$ cat config.mk
export PLATFORM = sky130hd
export DESIGN_NAME = pcc_clock_control
export DESIGN_NICKNAME = d
export VERILOG_FILES = /design/src/rtl/pcc_pkg.sv /design/src/rtl/pcc_clock_control.sv
export VERILOG_INCLUDE_DIRS = /design/src /design/src/rtl
export SDC_FILE = /design/constraint.sdc
export NUM_CORES = 1
export LEC_CHECK = 0
export ABC_AREA = 1
export BUFFER_PORTS_ARGS = -buffer_cell sky130_fd_sc_hd__buf_2
export CAP_MARGIN = 20
export CORE_MARGIN = 2
export CORE_UTILIZATION = 45
export DETAILED_ROUTE_END_ITERATION = 8
export GPL_TIMING_DRIVEN = 0
export PLACE_DENSITY = 0.85
export REMOVE_ABC_BUFFERS = 1
export SYNTH_ARGS = -nofsm -noshare
export SYNTH_HDL_FRONTEND = slang
export SYNTH_SLANG_ARGS = --single-unit
$ cat constraint.sdc
create_clock -name clk -period 1.8 [get_ports clk]
set_input_delay 0.27 -clock clk [delete_from_list [all_inputs] [get_ports clk]]
set_output_delay 0.27 -clock clk [all_outputs]
set_load 0.03 [all_outputs]
$ cat src/rtl/pcc_regs.svh
// register offsets, field positions and reset values of the clock control block
`ifndef PCC_REGS_SVH
`define PCC_REGS_SVH
`define PCC_CLK_OFF        32'h0080_0010
`define PCC_DBT_OFF        32'h8000_1030
`define PCC_CLK_RESET      16'h2126
`define PCC_CLK_MASK       16'hFFFF
`define PCC_COMMS_EN_BIT   15
`define PCC_DISP_EN_BIT    14
`define PCC_DISP_HI        13
`define PCC_DISP_LO        8
`define PCC_MUTE_BIT       7
`define PCC_IMM_BIT        6
`define PCC_SYS_HI         5
`define PCC_SYS_LO         0
`define PCC_SYS_RESET      6'h26
`define PCC_DBT_FORCE_BIT  8
`define PCC_DBT_NOREQ_BIT  4
`define PCC_DBT_TEST_BIT   3
`define PCC_DBT_SEL_HI     2
`define PCC_DBT_SEL_LO     0
`define PCC_DBT_CNT_BIT    5
`define PCC_DBT_PRE_HI     3
`define PCC_RESP_OKAY      2'h0
`define PCC_RESP_SLVERR    2'h2
`endif

$ cat src/rtl/pcc_pkg.sv
// types of the clock control block
package pcc_pkg;
  typedef enum logic [1:0] {
    PCC_IDLE = 2'b01,
    PCC_RESP = 2'b10
  } pcc_bus_st_t;
  typedef struct packed {
    pcc_bus_st_t wst;
    pcc_bus_st_t rst;
    logic        aw_got;
    logic        w_got;
    logic [31:0] awaddr;
    logic [31:0] wdata;
    logic [3:0]  wstrb;
    logic [1:0]  bresp;
    logic [31:0] rdata;
    logic [1:0]  rresp;
    logic [15:0] clk_ctl;
    logic [5:0]  sys_code;
    logic        por_mute_done;
    logic        sys_mute;
    logic        sys_kick;
    logic        comms_gate;
    logic        disp_gate;
    logic        clk_inhibit;
    logic [8:0]  dbt;
    logic        lk_prev;
  } pcc_state_t;
endpackage

$ cat src/rtl/pcc_clock_control.sv
// clock control and debounce test registers behind an axi4-lite slave
// Summary of operation
// - clock control register resets to 0x2126.
// - bits 15/14 enable comms/display pll, output gated until lock.
// - bits 5:0 select system pll code, default 0x26.
// - bit 7 mutes system pll only after power-on reset.
// - bit 6 low: code buffered, applied when system lock drops.
// - bit 6 high: new code drops lock, inhibits core and bus clocks.
// - test bit 8 forces core and bus clocks active.
// - test bit 4 suppresses the unit's bus request.
// - test bit 3 forces local test mode, else pin value.
// - test bits 2:0 select the observed debounce counter.
// - test read returns counter bit high and prescaler bits low.
// - counters run at 4 kHz tick, test register only observes.
`include "pcc_regs.svh"
`timescale 1ns/1ps
`default_nettype none
module pcc_clock_control
  import pcc_pkg::*;
(
  input  wire logic        clk,
  input  wire logic        rst_n,
  input  wire logic [31:0] s_axi_awaddr,
  input  wire logic        s_axi_awvalid,
  output logic             s_axi_awready,
  input  wire logic [31:0] s_axi_wdata,
  input  wire logic [3:0]  s_axi_wstrb,
  input  wire logic        s_axi_wvalid,
  output logic             s_axi_wready,
  output logic [1:0]       s_axi_bresp,
  output logic             s_axi_bvalid,
  input  wire logic        s_axi_bready,
  input  wire logic [31:0] s_axi_araddr,
  input  wire logic        s_axi_arvalid,
  output logic             s_axi_arready,
  output logic [31:0]      s_axi_rdata,
  output logic [1:0]       s_axi_rresp,
  output logic             s_axi_rvalid,
  input  wire logic        s_axi_rready,
  input  wire logic        sys_lock_detect,
  input  wire logic        comms_lock_detect,
  input  wire logic        disp_lock_detect,
  input  wire logic        test_mode_pin_n,
  input  wire logic [7:0]  debounce_counter_bits,
  input  wire logic [2:0]  prescaler_bits,
  input  wire logic        pmu_bus_request,
  output logic             comms_pll_enable,
  output logic             disp_pll_enable,
  output logic             comms_clk_gate_open,
  output logic             disp_clk_gate_open,
  output logic [5:0]       disp_pll_code,
  output logic [5:0]       sys_pll_code,
  output logic             sys_pll_load,
  output logic             sys_pll_mute,
  output logic             core_clock_inhibit,
  output logic             core_clock_force,
  output logic             pmu_bus_request_out,
  output logic             test_mode_n,
  output logic [2:0]       debounce_select
);
  pcc_state_t s_q;
  pcc_state_t s_d;
  // two-flop synchronisers for asynchronous inputs
  logic [15:0] sy1_q;
  logic [15:0] sy2_q;
  always_ff @(posedge clk or negedge rst_n) begin
    if (!rst_n) begin
      // test pin idles high, so its stages reset high to avoid a false test entry
      sy1_q <= 16'h0010;
      sy2_q <= 16'h0010;
    end else begin
      sy1_q <= {debounce_counter_bits, prescaler_bits, test_mode_pin_n,
                disp_lock_detect, comms_lock_detect, sys_lock_detect, pmu_bus_request};
      sy2_q <= sy1_q;
    end
  end
  logic [7:0] cnt_s;
  logic [2:0] pre_s;
  logic       tpin_s;
  logic       dlk_s;
  logic       clk_s;
  logic       slk_s;
  logic       breq_s;
  assign {cnt_s, pre_s, tpin_s, dlk_s, clk_s, slk_s, breq_s} = sy2_q;

  logic        wr_fire;
  logic        wr_clk;
  logic        wr_dbt;
  logic [15:0] wmask;
  logic [15:0] new_clk;
  logic        rd_clk;
  logic        rd_dbt;
  logic [5:0]  code_wr;
  assign wmask = {{8{s_q.wstrb[1]}}, {8{s_q.wstrb[0]}}};
  assign wr_fire = s_q.wst == PCC_IDLE && s_q.aw_got && s_q.w_got;
  assign wr_clk = wr_fire && s_q.awaddr == `PCC_CLK_OFF;
  assign wr_dbt = wr_fire && s_q.awaddr == `PCC_DBT_OFF;
  assign new_clk = (s_q.clk_ctl & ~wmask) | (s_q.wdata[15:0] & wmask & `PCC_CLK_MASK);
  assign code_wr = new_clk[`PCC_SYS_HI:`PCC_SYS_LO];
  assign rd_clk = s_axi_araddr == `PCC_CLK_OFF;
  assign rd_dbt = s_axi_araddr == `PCC_DBT_OFF;

  //==========================================================
  // next state
  always_comb begin
    s_d = s_q;
    s_d.sys_kick = 1'b0;
    s_d.lk_prev = slk_s;
    if (s_axi_awvalid && !s_q.aw_got && s_q.wst == PCC_IDLE) begin
      s_d.aw_got = 1'b1;
      s_d.awaddr = {s_axi_awaddr[31:2], 2'b00};
    end
    if (s_axi_wvalid && !s_q.w_got && s_q.wst == PCC_IDLE) begin
      s_d.w_got = 1'b1;
      s_d.wdata = s_axi_wdata;
      s_d.wstrb = s_axi_wstrb;
    end
    if (wr_fire) begin
      s_d.wst = PCC_RESP;
      s_d.aw_got = 1'b0;
      s_d.w_got = 1'b0;
      s_d.bresp = (wr_clk || wr_dbt) ? `PCC_RESP_OKAY : `PCC_RESP_SLVERR;
    end else if (s_q.wst == PCC_RESP && s_axi_bready) begin
      s_d.wst = PCC_IDLE;
    end
    if (wr_clk) begin
      s_d.clk_ctl = new_clk;
      if (new_clk[`PCC_IMM_BIT] && code_wr != s_q.sys_code) begin
        s_d.sys_code = code_wr;
        s_d.sys_kick = 1'b1;
        s_d.clk_inhibit = 1'b1;
      end
    end
    if (wr_dbt && s_q.wstrb[0]) begin
      s_d.dbt[7:0] = {3'h0, s_q.wdata[`PCC_DBT_NOREQ_BIT:`PCC_DBT_SEL_LO]};
    end
    if (wr_dbt && s_q.wstrb[1]) begin
      s_d.dbt[`PCC_DBT_FORCE_BIT] = s_q.wdata[`PCC_DBT_FORCE_BIT];
    end
    // buffered code moves on the falling edge of system lock
    if (s_q.lk_prev && !slk_s) begin
      if (!s_q.clk_ctl[`PCC_IMM_BIT]) begin
        s_d.sys_code = s_q.clk_ctl[`PCC_SYS_HI:`PCC_SYS_LO];
        s_d.sys_kick = 1'b1;
      end
    end
    // a new immediate code wins over a stale lock in the same cycle
    if (slk_s && !s_q.sys_kick && !s_d.sys_kick) begin
      s_d.clk_inhibit = 1'b0;
      if (!s_q.por_mute_done) begin
        s_d.por_mute_done = 1'b1;
      end
    end
    // mute only until first lock after power-on reset
    s_d.sys_mute = s_q.clk_ctl[`PCC_MUTE_BIT] && !s_q.por_mute_done;
    s_d.comms_gate = s_q.clk_ctl[`PCC_COMMS_EN_BIT] && clk_s;
    s_d.disp_gate = s_q.clk_ctl[`PCC_DISP_EN_BIT] && dlk_s;
    if (s_axi_arvalid && s_q.rst == PCC_IDLE) begin
      s_d.rst = PCC_RESP;
      s_d.rresp = `PCC_RESP_OKAY;
      if (rd_clk) begin
        s_d.rdata = {16'h0000, s_q.clk_ctl};
      end else if (rd_dbt) begin
        s_d.rdata = {26'h0, cnt_s[s_q.dbt[`PCC_DBT_SEL_HI:`PCC_DBT_SEL_LO]],
                     2'b00, pre_s};
      end else begin
        s_d.rdata = 32'h0000_0000;
        s_d.rresp = `PCC_RESP_SLVERR;
      end
    end else if (s_q.rst == PCC_RESP && s_axi_rready) begin
      s_d.rst = PCC_IDLE;
    end
  end

  always_ff @(posedge clk or negedge rst_n) begin
    if (!rst_n) begin
      s_q <= '0;
      s_q.wst <= PCC_IDLE;
      s_q.rst <= PCC_IDLE;
      s_q.clk_ctl <= `PCC_CLK_RESET;
      s_q.sys_code <= `PCC_SYS_RESET;
      s_q.sys_mute <= 1'b1;
      s_q.clk_inhibit <= 1'b1;
    end else begin
      s_q <= s_d;
    end
  end

  //==========================================================
  // registered outputs
  logic [5:0] disp_q;
  logic       breq_q;
  logic       tmode_q;
  logic       force_q;
  always_ff @(posedge clk or negedge rst_n) begin
    if (!rst_n) begin
      disp_q <= 6'h21;
      breq_q <= 1'b0;
      tmode_q <= 1'b1;
      force_q <= 1'b0;
    end else begin
      disp_q <= s_q.clk_ctl[`PCC_DISP_HI:`PCC_DISP_LO];
      breq_q <= breq_s && !s_q.dbt[`PCC_DBT_NOREQ_BIT];
      tmode_q <= s_q.dbt[`PCC_DBT_TEST_BIT] ? 1'b0 : tpin_s;
      force_q <= s_q.dbt[`PCC_DBT_FORCE_BIT];
    end
  end
  assign s_axi_awready = s_q.wst == PCC_IDLE && !s_q.aw_got;
  assign s_axi_wready = s_q.wst == PCC_IDLE && !s_q.w_got;
  assign s_axi_bvalid = s_q.wst == PCC_RESP;
  assign s_axi_bresp = s_q.bresp;
  assign s_axi_arready = s_q.rst == PCC_IDLE;
  assign s_axi_rvalid = s_q.rst == PCC_RESP;
  assign s_axi_rdata = s_q.rdata;
  assign s_axi_rresp = s_q.rresp;
  assign comms_pll_enable = s_q.clk_ctl[`PCC_COMMS_EN_BIT];
  assign disp_pll_enable = s_q.clk_ctl[`PCC_DISP_EN_BIT];
  assign comms_clk_gate_open = s_q.comms_gate;
  assign disp_clk_gate_open = s_q.disp_gate;
  assign disp_pll_code = disp_q;
  assign sys_pll_code = s_q.sys_code;
  assign sys_pll_load = s_q.sys_kick;
  assign sys_pll_mute = s_q.sys_mute;
  assign core_clock_inhibit = s_q.clk_inhibit && !force_q;
  assign core_clock_force = force_q;
  assign pmu_bus_request_out = breq_q;
  assign test_mode_n = tmode_q;
  assign debounce_select = s_q.dbt[`PCC_DBT_SEL_HI:`PCC_DBT_SEL_LO];

  //==========================================================
  // checks
  immediate_code_a: assert property (@(posedge clk) disable iff (!rst_n)
    wr_clk && new_clk[`PCC_IMM_BIT] && code_wr != s_q.sys_code
    |=> sys_pll_code == $past(code_wr) && sys_pll_load && core_clock_inhibit || force_q)
    else $error("immediate code not applied");
  buffered_hold_a: assert property (@(posedge clk) disable iff (!rst_n)
    wr_clk && !new_clk[`PCC_IMM_BIT] && !(s_q.lk_prev && !slk_s)
    |=> sys_pll_code == $past(sys_pll_code))
    else $error("buffered code applied early");
  buffered_load_a: assert property (@(posedge clk) disable iff (!rst_n)
    s_q.lk_prev && !slk_s && !s_q.clk_ctl[`PCC_IMM_BIT] |=> sys_pll_load)
    else $error("buffered code not loaded");
  mute_once_a: assert property (@(posedge clk) disable iff (!rst_n)
    s_q.por_mute_done |=> !sys_pll_mute)
    else $error("mute after power-on");
  gate_lock_a: assert property (@(posedge clk) disable iff (!rst_n)
    comms_clk_gate_open |-> comms_pll_enable || $past(comms_pll_enable))
    else $error("comms gate open while off");
  bus_req_a: assert property (@(posedge clk) disable iff (!rst_n)
    s_q.dbt[`PCC_DBT_NOREQ_BIT] && $past(s_q.dbt[`PCC_DBT_NOREQ_BIT]) |-> !pmu_bus_request_out)
    else $error("bus request not suppressed");
  test_force_a: assert property (@(posedge clk) disable iff (!rst_n)
    $past(s_q.dbt[`PCC_DBT_TEST_BIT]) |-> !test_mode_n)
    else $error("local test mode not forced");
  clk_force_a: assert property (@(posedge clk) disable iff (!rst_n)
    core_clock_force |-> !core_clock_inhibit)
    else $error("forced clock inhibited");
  rsvd_read_a: assert property (@(posedge clk) disable iff (!rst_n)
    s_axi_rvalid |-> s_axi_rdata[31:16] == 16'h0000)
    else $error("reserved bits nonzero");
endmodule
`default_nettype wire

==> impl_metrics.json <==
{
  "wl_um": 14300,
  "drive_above_1_share": 0.373,
  "sequentialPowerShare": 0.406,
  "drt_first_pass_iters": 4,
  "fillCellCount": 1158,
  "grt_setup_unrepaired": "true",
  "power.combinational.fraction": 0.265,
  "worst_setup_hold_path_clk_slew_ns": 0.06,
  "period_needed_ns": 1.82,
  "core.rowCount": 43,
  "synth_enable_flop_cells": 0,
  "cts_tree": "built",
  "xor_xnor_share_of_the_synthesized_area": 0,
  "critical_path.reg2reg.startpoint": "s_q[146]",
  "chipHeight_um": 123,
  "synthDominantAreaCellType": "dfrtp_1",
  "clock_sink_count": 148,
  "power-per-cell-area_nw_per_um2": 1310,
  "antennaDiodeCount": 0,
  "finalNonFillerCells": 1024,
  "setup_viol_count_final": 1,
  "clock_insertion_delay_worst_skew_ns": 0.42,
  "detail_route.vias_per_cell": 4.80,
  "synthMuxAreaShare": 0.0547,
  "cts_htree_levels": 4,
  "antenna_found_initial": 0,
  "vias": 4920,
  "failing_checks": "setup timing",
  "post-route-period-util": 1.01,
  "final-hold-violation-count": 0,
  "total_power_w": 0.0109,
  "finalWorstSetupSlack_ns": -0.0150,
  "r2r.worst_path.cells": 8,
  "cp.required_ns": 2.14,
  "dieArea_sq_um": 15200,
  "clock_tree.root_cell": "clkbuf_16",
  "synthesis.instances": 659,
  "grt_max_degree": 94,
  "initial_core_util": 0.460,
  "run_status": "complete, but fails checks",
  "drv.max_cap_violation_count": 0,
  "critical_path_class": "reg2reg",
  "synth_simple_gate_area_frac": 0.209,
  "grt_util_all_layers": 0.192,
  "synth_top_family_by_area": "simple AND/OR/NAND/NOR gates",
  "yosysWarningCount": 0,
  "first_global_vias": 4723,
  "floorplan.die.width_um": 123,
  "critical_path.endpoint_type": "register",
  "dp_hpwl_um": 9680,
  "synth.most_common_cell": "nand2_1",
  "cts.path.max_buffers": 2,
  "final_util": 0.598,
  "routabilityCongestion": 0.794,
  "grt_first_pass_wirelength_um": 22100,
  "wl_per_cell_um": 14.0,
  "static-leakage-power_nw": 4.15,
  "slew-limit-headroom": 0.648,
  "arrival_ns": 2.15,
  "dpl_worst_slack_ns": -0.570,
  "design.portCount": 189,
  "synth_top_area_share": 0.513,
  "skew_ns": 0.00778,
  "port_buffer_cells": 150,
  "synth-seq-cells": 148,
  "holdPathEnd": "s_q[80]",
  "share_clk_of_total_power": 0.330,
  "core_area_sq_um": 13900,
  "setup.worst_path.start_class": "register",
  "switching_power_summed_over_all_nets_w": 0.00341,
  "numPlacedInstances": 949,
  "antenna_violating_nets_post_route": 0,
  "power.share.switching": 0.314,
  "grt.overflow.total": 0,
  "timing.hold.worst_path_depth": 2,
  "synth_sequential_area_ratio": 0.583,
  "synth_area_sq_um": 6380,
  "rr_endpoint": "sys_pll_code[1]",
  "syn2layout_area_growth_pct": 29.9,
  "cts-buffers-inserted": 17,
  "hold_path.class": "in2reg",
  "synthDistinctLibCells": 34,
  "synthAdderAreaFrac": 0,
  "fmax_mhz": 551,
  "finish.net_count": 954,
  "r2r_slack_ns": -0.02,
  "worst_voltage_drop_across_the_vdd_grid_v": 0.00107,
  "tightest_slew_ns": 0.527,
  "mean_syn_cell_area_sq_um": 9.69,
  "internal-power_w": 0.00744,
  "yosys-top-cells-area": "dfrtp_1, nand2_1, dfstp_2",
  "number_of_drc_violations_after_detailed_routing": 0,
  "fraction_of_the_mapped_netlist_area_in_compound_gates": 0.0555,
  "min_from": "s_axi_wdata[2]",
  "report.final.slew_viol_count": 0,
  "hold_ws_ns": 0.0805,
  "drtIter0Drc": 317,
  "synth_ff_type": "dfrtp_1",
  "post_synth_most_frequent_cells": "nand2_1, dfrtp_1, nor2_1, inv_1, buf_4",
  "asyncSetResetFlopFracSynth": 1.00,
  "worst-path-max-fanout": 4
}
==> timing repair <==
item,CTS,global route
gates cloned,0,2
setup endpoints to repair,60,52
pin swaps,13,17
hold endpoints to repair,60,0
gates resized for setup,21,36
hold buffers,17,0
setup buffers,16,8
==> how the worst max path moves through the flow <==
stage,start,to,slack (ns),depth (start not counted)
final,s_q[146],sys_pll_code[1],-0.02,8
after global routing,s_q[74],sys_pll_code[4],-0.08,11
after CTS,s_q[144],s_axi_rdata[5],-0.05,8
after detailed placement,s_q[144],s_axi_rdata[5],-0.57,8
after global placement,rst_n,s_q[119],-1.59,1
after floorplan,s_q[146],s_q[112],-0.57,4
==> state kept, by name, indices dropped and copies added, names as in the netlist, named ones only <==
signal,flops
s_q,67
test_mode_n,1
sys_pll_mute,1
sys_pll_code,6
s_axi_bresp,1
sy2_q,16
s_axi_rresp,1
disp_pll_code,6
sys_pll_load,1
sy1_q,16
s_axi_rdata,16
pmu_bus_request_out,1
disp_clk_gate_open,1
debounce_select,3
comms_clk_gate_open,1
core_clock_force,1
==> placed cells by master (no fill, tap or decap), drive strengths merged <==
master       count
a21o             1
nor2            82
inv             54
dfrtp          131
nand3           36
clkinvlp         6
o21ai           38
mux2            31
clkinv           5
nor3             5
o21bai           1
nor4            14
nand4            7
and2             1
bufinv           3
dfstp           17
nand2          152
buf            176
or2              5
clkbuf          19
nor3b            1
conb            18
a21oi           22
dlygate4sd3     17
a31oi            2
==> power by group through the flow <==
stage | logic (W) | clock network [W] | registers [W]
after floorplan | 0.00156 | 0 | 0.00441
after global placement | 0.00210 | 0 | 0.00443
final | 0.00288 | 0.00358 | 0.00440
after CTS | 0.00250 | 0.00365 | 0.00437
after detailed placement | 0.00222 | 0 | 0.00447
after global routing | 0.00318 | 0.00382 | 0.00448
==> routing by layer <==
metal | global-route usage | wire length (um)
met5 | 0 | 0
met4 | 0.0597 | 142
met3 | 0.0646 | 899
met2 | 0.334 | 7330
met1 | 0.224 | 5970
==> layout make-up <==
cell class	instances	area [sq um]	area share
Sequential cell	148	3730	0.449
Multi-Input combinational cell	416	2280	0.275
Timing Repair Buffer	194	1230	0.149
Clock buffer	18	429	0.0517
Tap cell	180	225	0.0272
Inverter	54	218	0.0262
Clock inverter	14	180	0.0217
==> kinds of logic after synthesis <==
family,Yosys count
muxes,31
AOI/OAI and AO/OA,64
DFF,148
other,1
buffers and inverters,113
and+or+nand+nor,302
==> critical path: stages (launching register included) <==
cell,delay (ns)
dfstp_2,0.56
nand2_4,0.06
nor3_4,0.20
nand3_4,0.16
nor3_4,0.35
buf_6,0.18
nand3_2,0.07
nand3_1,0.09
nand2_1,0.08
==> metrics by stage <==
| stage | area (sq um) | TNS (ns) |
|---|---|---|
| floorplan | 6030 | -26.82 |
| global placement | 7010 | -243.54 |
| detailed placement | 7070 | -15.81 |
| CTS | 8070 | -0.0637 |
| global route | 8290 | -0.780 |
| finish | 8290 | -0.0150 |
Note: power is estimated with default switching activity, not from simulation.
